File: src/design/clm_pkg.sv
// Purpose: Shared constants and carrier types for the cache line maintenance unit.
// Assumes: 32-bit addresses, 8 pointer registers, 32-byte lines.
// Notes: Notes follow.
package clm_pkg;
   localparam int ADDR_W = 32;
   localparam int PTR_SEL_W = 3;
   localparam int LINE_BYTES = 32;
   localparam int OFS_W = $clog2(LINE_BYTES);
   localparam logic [ADDR_W-1:0] LINE_STEP = 32'h0000_0020;
   localparam logic [OFS_W-1:0] OFS_ZERO = 5'h00;
   localparam logic [ADDR_W-1:0] ADDR_ZERO = 32'h0000_0000;

   // Operation codes presented by the core.
   typedef enum logic [1:0] {
      CLM_OP_PREFETCH = 2'h0,
      CLM_OP_WRBACK = 2'h1,
      CLM_OP_WRBACK_INV = 2'h2,
      CLM_OP_CODE_INV = 2'h3
   } clm_op_t;

   // One maintenance request from the issue stage.
   typedef struct packed {
      clm_op_t op;
      logic [PTR_SEL_W-1:0] ptr_sel;
      logic post_inc;
      logic parallel;
   } clm_req_t;

   // Line lookup answer returned by the data cache tags.
   typedef struct packed {
      logic hit;
      logic dirty;
   } clm_tag_t;

   // Command sent to the caches and memory side.
   typedef struct packed {
      logic fill;
      logic wrback;
      logic clean;
      logic d_inval;
      logic i_inval;
      logic [ADDR_W-1:0] line_addr;
   } clm_cmd_t;

   // Controller states.
   typedef enum logic [2:0] {
      CLM_ST_IDLE = 3'h0,
      CLM_ST_LOOK = 3'h1,
      CLM_ST_WB = 3'h2,
      CLM_ST_WB_WAIT = 3'h3,
      CLM_ST_DONE = 3'h4
   } clm_state_t;
endpackage

File: src/design/clm_line_addr.sv
// Purpose: Line address and post-increment arithmetic for one pointer value.
// Assumes: Pointer values are byte addresses.
// Notes: Purely combinational helper used by the controller.
`timescale 1ns/1ps
module clm_line_addr (
   input wire logic [clm_pkg::ADDR_W-1:0] ptr_val,
   output logic [clm_pkg::ADDR_W-1:0] line_addr,
   output logic [clm_pkg::ADDR_W-1:0] ptr_next
);
   import clm_pkg::*;

   // Clearing the offset bits makes every access cover the whole line.
   always_comb begin
      line_addr = {ptr_val[ADDR_W-1:OFS_W], OFS_ZERO};
      ptr_next = ptr_val + LINE_STEP;
   end
endmodule

File: src/design/clm_ctrl.sv
// Purpose: Executes prefetch, write-back, write-back-invalidate and code invalidate.
// Assumes: Core stalls while busy; caches answer tag lookups in one cycle.
// Notes: Protection lookup is external and arrives with the tag answer.
// Notes: Requests that arrive while busy are ignored; the core must wait for done.
`timescale 1ns/1ps
module clm_ctrl (
   input wire logic mclk,
   input wire logic srst,
   input wire logic req_valid,
   input wire clm_pkg::clm_req_t req,
   input wire logic [clm_pkg::ADDR_W-1:0] ptr_val,
   input wire clm_pkg::clm_tag_t dtag,
   input wire logic region_cacheable_bit,
   input wire logic prot_viol,
   input wire logic fill_busy,
   input wire logic wb_done,
   output logic busy,
   output logic done,
   output logic nop_done,
   output logic illegal_par,
   output logic ptr_we,
   output logic [clm_pkg::PTR_SEL_W-1:0] ptr_wsel,
   output logic [clm_pkg::ADDR_W-1:0] ptr_wdata,
   output clm_pkg::clm_cmd_t cmd
);
   import clm_pkg::*;

   // Controller state; idle is the only state in which a request is taken.
   clm_state_t state_ff, nxt_state;
   // Copy of the accepted request, held until the operation retires.
   // The core may change its request lines once it sees busy, so nothing reads req later.
   clm_req_t req_ff, nxt_req;
   // Captured line address of the operation in flight.
   logic [ADDR_W-1:0] addr_ff, nxt_addr;
   // Incremented pointer value captured with the request.
   // Capturing it early means the pointer input may move while the operation runs.
   logic [ADDR_W-1:0] incr_ff, nxt_incr;
   // High from the cycle after acceptance until the finish pulse.
   logic busy_ff, nxt_busy;
   // One-cycle pulse that marks the end of any operation.
   logic done_ff, nxt_done;
   // One-cycle pulse that marks an operation that did nothing.
   logic nop_ff, nxt_nop;
   // One-cycle pulse that marks a refused parallel request.
   logic ill_ff, nxt_ill;
   // Pointer write strobe, raised once per post-incrementing operation.
   logic ptr_we_ff, nxt_ptr_we;
   // Pointer register number and value; both hold until the next write.
   logic [PTR_SEL_W-1:0] wsel_ff, nxt_wsel;
   logic [ADDR_W-1:0] wdata_ff, nxt_wdata;
   // Command to the caches and memory; the flags are one-cycle pulses.
   clm_cmd_t cmd_ff, nxt_cmd;
   // Combinational helper outputs.
   logic [ADDR_W-1:0] line_addr_c;
   logic [ADDR_W-1:0] ptr_next_c;

   // Line address and incremented pointer are formed from the live pointer value.
   // They are only captured on the accepting edge, so later changes do no harm.
   clm_line_addr u_addr (
      .ptr_val(ptr_val),
      .line_addr(line_addr_c),
      .ptr_next(ptr_next_c)
   );

   // Next-state logic; every command flag is a one-cycle pulse.
   // Pulses are built here and registered below, so every output is a flop.
   always_comb begin
      // Everything holds by default; the pulses fall back to zero.
      nxt_state = state_ff;
      nxt_req = req_ff;
      nxt_addr = addr_ff;
      nxt_incr = incr_ff;
      nxt_busy = busy_ff;
      nxt_done = 1'b0;
      nxt_nop = 1'b0;
      nxt_ill = 1'b0;
      nxt_ptr_we = 1'b0;
      nxt_wsel = wsel_ff;
      nxt_wdata = wdata_ff;
      // The command always carries the captured line address.
      nxt_cmd = '0;
      nxt_cmd.line_addr = addr_ff;
      // Each state decides its own pulses below.
      case (state_ff)
         CLM_ST_IDLE: begin
            // Waiting for the core; the request lines are only looked at here.
            // A request bundled with a parallel slot is refused outright.
            if (req_valid && req.parallel) begin
               // Nothing else happens: no lookup, no command and no pointer update.
               nxt_ill = 1'b1;
            end else if (req_valid) begin
               // Capture everything now so the core may release its lines.
               nxt_req = req;
               nxt_addr = line_addr_c;
               nxt_incr = ptr_next_c;
               // Busy rises on the next edge and tells the core to hold off.
               nxt_busy = 1'b1;
               nxt_state = CLM_ST_LOOK;
            end
         end
         CLM_ST_LOOK: begin
            // Tag, region and protection answers are valid in this cycle only.
            // Most outcomes retire directly; only a dirty write-back waits.
            nxt_state = CLM_ST_DONE;
            // A protection violation silently drops the operation; no fault is raised.
            if (prot_viol) begin
               nxt_nop = 1'b1;
            end else begin
               case (req_ff.op)
                  CLM_OP_PREFETCH: begin
                     // A fill is only started for an absent line in a cacheable region.
                     // A fill already running wins; a second one is not queued.
                     if (!dtag.hit && region_cacheable_bit && !fill_busy) begin
                        nxt_cmd.fill = 1'b1;
                     end else begin
                        nxt_nop = 1'b1;
                     end
                  end
                  CLM_OP_WRBACK, CLM_OP_WRBACK_INV: begin
                     // A dirty line is written out first, whichever of the two it is.
                     if (dtag.hit && dtag.dirty) begin
                        nxt_cmd.wrback = 1'b1;
                        nxt_state = CLM_ST_WB_WAIT;
                     end else if (dtag.hit && req_ff.op == CLM_OP_WRBACK_INV) begin
                        // A clean held line is simply dropped by the invalidating form.
                        nxt_cmd.d_inval = 1'b1;
                     end else begin
                        // A miss, or a clean line for the plain form, leaves the cache alone.
                        nxt_nop = 1'b1;
                     end
                  end
                  CLM_OP_CODE_INV: begin
                     // Code lines keep no dirty state, so no write-back is ever issued.
                     nxt_cmd.i_inval = 1'b1;
                  end
                  default: begin
                     // Unreachable with a two-bit code; kept so every path is defined.
                     nxt_nop = 1'b1;
                  end
               endcase
            end
         end
         CLM_ST_WB_WAIT: begin
            // The line state changes only once memory has taken the whole line.
            // Memory may take any number of cycles; there is no time limit here.
            // A limitation: a memory that never answers leaves the unit busy.
            if (wb_done) begin
               // The invalidating form drops the line instead of marking it clean.
               if (req_ff.op == CLM_OP_WRBACK_INV) begin
                  nxt_cmd.d_inval = 1'b1;
               end else begin
                  nxt_cmd.clean = 1'b1;
               end
               nxt_state = CLM_ST_DONE;
            end
         end
         CLM_ST_DONE: begin
            // Pointer update happens for every outcome, no-ops included.
            // The old pointer plus one line is written, and the finish pulse leaves with it.
            if (req_ff.post_inc) begin
               nxt_ptr_we = 1'b1;
               nxt_wsel = req_ff.ptr_sel;
               nxt_wdata = incr_ff;
            end
            nxt_done = 1'b1;
            nxt_busy = 1'b0;
            nxt_state = CLM_ST_IDLE;
         end
         default: begin
            // An unknown state returns to idle and drops the operation.
            nxt_state = CLM_ST_IDLE;
            nxt_busy = 1'b0;
         end
      endcase
   end

   // State registers; reset clears everything to idle.
   // Reset is synchronous, so every register sees it on a clock edge.
   // An operation cut by reset is lost; the core must issue it again.
   always_ff @(posedge mclk) begin
      if (srst) begin
         state_ff <= CLM_ST_IDLE;
         req_ff <= '0;
         addr_ff <= ADDR_ZERO;
         incr_ff <= ADDR_ZERO;
         busy_ff <= 1'b0;
         done_ff <= 1'b0;
         nop_ff <= 1'b0;
         ill_ff <= 1'b0;
         ptr_we_ff <= 1'b0;
         wsel_ff <= '0;
         wdata_ff <= ADDR_ZERO;
         cmd_ff <= '0;
      end else begin
         // Outside reset every register simply takes its next value.
         state_ff <= nxt_state;
         req_ff <= nxt_req;
         addr_ff <= nxt_addr;
         incr_ff <= nxt_incr;
         busy_ff <= nxt_busy;
         done_ff <= nxt_done;
         nop_ff <= nxt_nop;
         ill_ff <= nxt_ill;
         ptr_we_ff <= nxt_ptr_we;
         wsel_ff <= nxt_wsel;
         wdata_ff <= nxt_wdata;
         cmd_ff <= nxt_cmd;
      end
   end

   // Outputs come straight from the registers above.
   // Busy level and status pulses for the issue stage.
   assign busy = busy_ff;
   assign done = done_ff;
   assign nop_done = nop_ff;
   assign illegal_par = ill_ff;
   // Pointer register write port.
   assign ptr_we = ptr_we_ff;
   assign ptr_wsel = wsel_ff;
   assign ptr_wdata = wdata_ff;
   // Command bundle to the caches and memory side.
   assign cmd = cmd_ff;
endmodule

File: config.mk
export PLATFORM = sky130hd
export DESIGN_NAME = clm_ctrl
export DESIGN_NICKNAME = d
export VERILOG_FILES = /design/src/design/clm_pkg.sv /design/src/design/clm_line_addr.sv /design/src/design/clm_ctrl.sv
export SDC_FILE = /design/constraint.sdc
export NUM_CORES = 1
export LEC_CHECK = 0
export BUFFER_PORTS_ARGS = -buffer_cell sky130_fd_sc_hd__buf_2
export CORE_MARGIN = 3
export CORE_UTILIZATION = 50
export DETAILED_ROUTE_END_ITERATION = 10
export PLACE_DENSITY = 0.84
export RECOVER_POWER = 25
export SYNTH_ARGS = -nofsm -noshare
export SYNTH_HDL_FRONTEND = slang
export SYNTH_SLANG_ARGS = --single-unit
File: constraint.sdc
create_clock -name mclk -period 3.75 [get_ports mclk]
set_input_delay 0.5625 -clock mclk [delete_from_list [all_inputs] [get_ports mclk]]
set_output_delay 0.5625 -clock mclk [all_outputs]
set_load 0.02 [all_outputs]
==> results of run 1 <==
## registers in the layout, summed over array words and instances (netlist names)
name	cells
cmd	32
incr_ff	32
ptr_wdata	32
addr_ff	27
req_ff	6
ptr_wsel	3
state_ff	3
busy	1
done	1
illegal_par	1
nop_done	1
ptr_we	1
## final timing paths
check	end	slack [ns]	cells past startpoint	startpoint
setup / recovery	incr_ff[9]	1.03	3	srst
hold / removal	incr_ff[4]	0.28	3	ptr_val[4]
setup reg to reg	incr_ff[21]	1.49	5	state_ff[1]
hold reg to reg	ptr_wdata[14]	0.45	2	ptr_wdata[14]
## layer usage
layer / vias up / part of all wire [%] / global-route usage, %
met3: 17 / 6.6 / 6.03
li1: 2189 / - / -
met1: 2025 / 42 / 25.6
met2: 140 / 50 / 35.1
met4: 0 / 1.5 / 8.03
met5: - / 0 / 0
## final cells by class
class	count	area, um2
timing repair buffer	124	608
inverter	5	18.8
fill	831	3560
clock buffer	26	508
tap	133	166
sequential	140	2800
multi-input combinational	416	2230
clock inverter	6	57.6
## cell families after synthesis
group / share of synthesized area (%)
simple gates: 24.8
flops: 53.8
compound gates: 12.2
buf+inv: 3.96
xor+xnor: 4.03
fa+ha+maj: 0.960
other cells: 0.0719
mux: 0.192
## synth_stat cells, drive strengths merged, types with 2 or more instances
master and count:
xor2 17, dfxtp 140, and3 5, nor3 9, buf 16, clkbuf 26, and2 2, nand3 16
ha 4, nor2 37, inv 5, nand2 158, a21oi 77, nor2b 28, nor4 4, xnor2 7
nand4 9, and4 4, a211oi 24
## critical path: stages
cell,delay [ns]
clkbuf_1,1.64
clkbuf_2,0.74
a211oi_1,0.10
## cell usage in the layout, fill, tap and decap left out, types with 2 or more instances in the layout
cell / instances
xor2_1: 17
nand4_4: 2
nor3_1: 8
and3_1: 4
nand3_1: 15
a211oi_1: 15
nand4_1: 7
buf_2: 101
nand2_1: 158
dfxtp_1: 140
nor2_1: 37
clkinv_2: 4
buf_4: 4
a211oi_2: 9
and4_1: 4
clkbuf_8: 7
nor4_1: 2
clkbuf_1: 21
conb_1: 5
a21oi_1: 77
clkbuf_16: 16
ha_1: 4
nor2b_1: 28
xnor2_1: 7
inv_1: 4
## stage by stage
| stage | std cells | hold slack, ns | cell area [um2] |
|---|---|---|---|
| floorplan | 603 | 0.432 | 5230 |
| global placement | 818 | 0.439 | 5850 |
| detailed placement | 818 | 0.443 | 5850 |
| CTS | 850 | 0.273 | 6420 |
| global route | 850 | 0.285 | 6390 |
| finish | 850 | 0.282 | 6390 |
## power by group through the flow
stage	clock network, mW	logic (mW)	registers (mW)
floorplan	0	0.138	1.60
global placement	0	0.218	1.59
detailed placement	0	0.228	1.59
CTS	1.58	0.230	1.56
global route	1.65	0.254	1.57
finish	1.56	0.228	1.56
==> run metrics, run 1 <==
Internal 2.60 mW; VDD IR max 309 uV; P&R area growth vs syn 22.6%; crit path launch type input port; outcome complete, but fails checks; Via-to-Cell Ratio 5.14; gr usage total 21.0%; fmax 0.367 GHz; Slew headroom -57.4%; static leakage 2.53 nW; share of cells above drive strength 1 21.2%; RSZ-0062 raised after global routing no; CTS Buf Count 17; setup TNS 0 ns; critical path arrival 3.08 ns; clock skew 0.00845 ns; final setup violation count 0; Final Util 64.2%; Root Driver clkbuf_8; Final Slew Violations 58; number of max-cap violations 1; post-CTS sizing 0; pre-CTS setup slack 1.45 ns; post-cts hold buffer count 0; Async S/R FF share, synth 0%; synthesized cell area 0.00521 mm2; vias in the first global route 4196; Gate Count Post-Synth 599; Longest Clk Path Bufs 2; top_reg_cell synth dfxtp_1; number of iterations in the first detailed-routing pass 4; share of the synthesized area in the top cell type 53.8%; Synth Register Bits 140; I/O Pins 125; Rows 36; die area 0.0117 mm2; largest net degree at the start of global routing 79; DR vias 4371; Initial Utilization 52.4%; TritonCTS clock tree yes; Net Sw Frac 22.5%; top cells by area, synth dfxtp_1 54%, nand2_1 11%, a21oi_1 7.4%; core area 0.00995 mm2; Logic pwr share 6.8%; clk sinks 140; sequential share of power 46.6%; failing checks max-capacitance violations, max-slew violations; setup repair bufs after CTS 0; EDFF count, synth 0; Net Sw Power 753 uW; Congestion Overflow GR 0; minimum clock period 2.72 ns; diode count 0; DP Wirelength 8280 um; crit end category flip-flop; Synth Warn # 0; cell area power density 524 mW/mm2; top cell type by total area after synthesis dfxtp_1; Tot Pwr 3.35 mW; Layout Nets 756; RePlAce Congestion 0.877; worst path required time 4.11 ns; final wirelength 11900 um; Yosys cell types 38; drt initial violations 199; Avg WL per Cell 14.0 um; Worst Hold Class input port to flip-flop; first-pass GRT wire length 19400 um; DRC violations left 0; Hold Vio Cnt, Final 0; Critical Path Fanout Max 57; Die X-Extent 108 um; post-synthesis sequential area ratio 53.8%; Die Ht 108 um; initial antenna violation count 0; clock share of power 46.6%; syn avg cell area 8.70 um2; # H-tree levels 4; worst-margin pin slew 2.36 ns; critical path class input port to flip-flop; Clk Latency, worst-skew pair 0.52 ns; clock-pin slew on the worst setup and hold paths 0.06 ns; ANT nets after route 0; PortBufs 119; min setup slack post-route 1.03 ns; fin crit share 72.7%
(Power assumes the default switching activity.)
==> run 2, diff against run 1 <==
- ABC_AREA: default -> 1
- CORE_UTILIZATION: 50 -> 48
- clock period: 3.75 -> 2.4 ns (I/O delays scaled with it)
==> run 2 against run 1 <==
  * The flow now finishes without violations
  * Synthesized area increased by 6.1%
  * Via count increased by 13%
  * First-iteration DRC count increased by 64%
==> run metrics, run 2 <==
count leader, synth dfxtp_1; VDD IR max 588 uV; Internal 4.25 mW; Critical Path Fanout Max 45; setup repair bufs after CTS 0; vias in the first global route 4549; total placed cells including tap cells 964; Congestion Overflow GR 0; setup TNS 0 ns; RePlAce Congestion 0.928; RSZ-0062 raised after global routing no; clock share of power 47.8%; DRC violations left 0; Worst Hold Class input port to flip-flop; Net Sw Power 1.29 mW; EDFF count, synth 0; Initial Utilization 50.1%; share of cells above drive strength 1 17.1%; most frequent cells in the layout 140 x dfxtp_1, 119 x nor2_1, 107 x inv_1; critical path class flip-flop to flip-flop; Longest Clk Path Bufs 2; Root Driver clkbuf_16; PortBufs 119; minimum clock period 1.88 ns; Die X-Extent 113 um; worst-margin pin slew 1.20 ns; # H-tree levels 4; DP Wirelength 9320 um; Via-to-Cell Ratio 4.97; Hold Vio Cnt, Final 0; I/O Pins 125; initial antenna violation count 1; CP peak stage delay 0.46 ns; slowest stage cell, crit path inv_4; number of max-cap violations 0; clk sinks 140; share of the synthesized area in the top cell type 50.7%; Synth Warn # 0; number of iterations in the first detailed-routing pass 5; most common cell after layout, fill and taps aside dfxtp_1; first-pass GRT wire length 21200 um; final wirelength 13400 um; critical path arrival 2.17 ns; WP buf/inv 1; ANT nets after route 0; Largest delay share family, worst path simple AND/OR/NAND/NOR gates; die area 0.0128 mm2; Synth Register Bits 140; post-cts hold buffer count 0; cell area power density 820 mW/mm2; final setup violation count 0; clock skew 0.0110 ns; core area 0.0110 mm2; drt initial violations 327; synthesized cell area 0.00553 mm2; post-synthesis sequential area ratio 50.7%; Die Ht 113 um; crit path launch type flip-flop; Logic pwr share 7.8%; Gate Count Post-Synth 733; Slew headroom 20.2%; syn avg cell area 7.54 um2; Layout Nets 895; largest net degree at the start of global routing 59; top cell type by total area after synthesis dfxtp_1; fmax 0.533 GHz; Final Slew Violations 0; top_reg_cell synth dfxtp_1; post-CTS sizing 0; sequential share of power 44.4%; Net Sw Frac 23.2%; Clk Latency, worst-skew pair 0.41 ns; worst path required time 2.70 ns; static leakage 3.00 nW; outcome finished, final reports clean; Rows 38; Avg WL per Cell 13.4 um; crit end category flip-flop; TritonCTS clock tree yes; CTS Buf Count 17; P&R area growth vs syn 22.1%; CP Cell Sequence nor2_4, nand3_4, inv_4, nand3_1, o21ai_0, nor2_1; gr usage total 20.9%; Yosys cell types 32; clock-pin slew on the worst setup and hold paths 0.06 ns; fin crit share 78.2%; final non-filler cell total 997; top cells by area, synth dfxtp_1 51%, nor2_1 8.1%, o21ai_0 7.4%; DR vias 4952; Post-synth top cells 140 x dfxtp_1, 119 x nor2_1, 107 x inv_1; Async S/R FF share, synth 0%
-- run 2: cell count changes after synthesis, sizes merged, moves of 16 or more --
| cell | delta |
|---|---|
| o21ai | +81 |
| nand2 | -51 |
| nor2 | +90 |
| inv | +103 |
| a21oi | -16 |
| nor2b | -28 |
-- run 2: cells by family (layout without fill, tap and decap cells) --
group / after synthesis / count (layout) / share of synthesized area (%)
buffers and inverters: 148 / 267 / 11.1
DFF: 140 / 140 / 50.7
AOI/OAI and AO/OA: 157 / 157 / 14.8
xor gates and xnor gates: 9 / 9 / 1.43
and+or+nand+nor: 274 / 274 / 21.0
adders and majority gates: 4 / 4 / 0.905
other: 1 / 6 / 0.0678
-- run 2: area by class of cell --
cell class	instances	area, um2
tap	140	175
multi-input combinational	449	2130
clock buffer	22	464
fill	1013	4280
antenna	1	2.50
inverter	109	412
sequential	140	2800
timing repair buffer	126	628
clock inverter	10	140
-- run 2: power by group through the flow --
stage	registers [mW]	clock network (mW)	logic (mW)
2_1_floorplan	2.53	0	0.266
3_3_place_gp	2.51	0	0.419
3_5_place_dp	2.51	0	0.428
4_1_cts	2.46	2.68	0.433
5_1_grt	2.47	2.77	0.485
6_report	2.46	2.65	0.430
-- run 2: final timing paths --
kind / from / cells past startpoint / slack (ns) / to
setup / recovery: state_ff[1] / 6 / 0.52 / incr_ff[27]
hold / removal: req_valid / 3 / 0.21 / illegal_par
setup reg to reg: state_ff[1] / 6 / 0.52 / incr_ff[27]
hold reg to reg: addr_ff[27] / 2 / 0.43 / cmd[27]
-- run 2: worst reg2reg max path, cell delays in order (launching register included) --
cell and delay (ns):
dfxtp_1 0.36, nor2_4 0.19, nand3_4 0.30, inv_4 0.47, nand3_1 0.19, o21ai_0 0.21, nor2_1 0.05
-- run 2: per-layer routing --
layer  up-vias  GRT usage [%]  wire (um)
met5         -              0          0
met4         0           9.05        259
met3        23           4.92        975
met2       169           34.9       6400
met1      2243           25.7       5760
li1       2517              -          -
-- run 2: metrics by stage --
step           worst slack, ns  hold WS [ns]  util [%]  power, mW  instance area [um2]
2_1_floorplan            0.992         0.400         -       2.80                 5550
3_3_place_gp             0.502         0.411      56.0       2.92                 6180
3_5_place_dp             0.401         0.416      56.0       2.94                 6180
4_1_cts                  0.554         0.193      61.5       5.57                 6780
5_1_grt                  0.313         0.205      61.2       5.72                 6750
6_report                 0.524         0.208      61.2       5.54                 6750
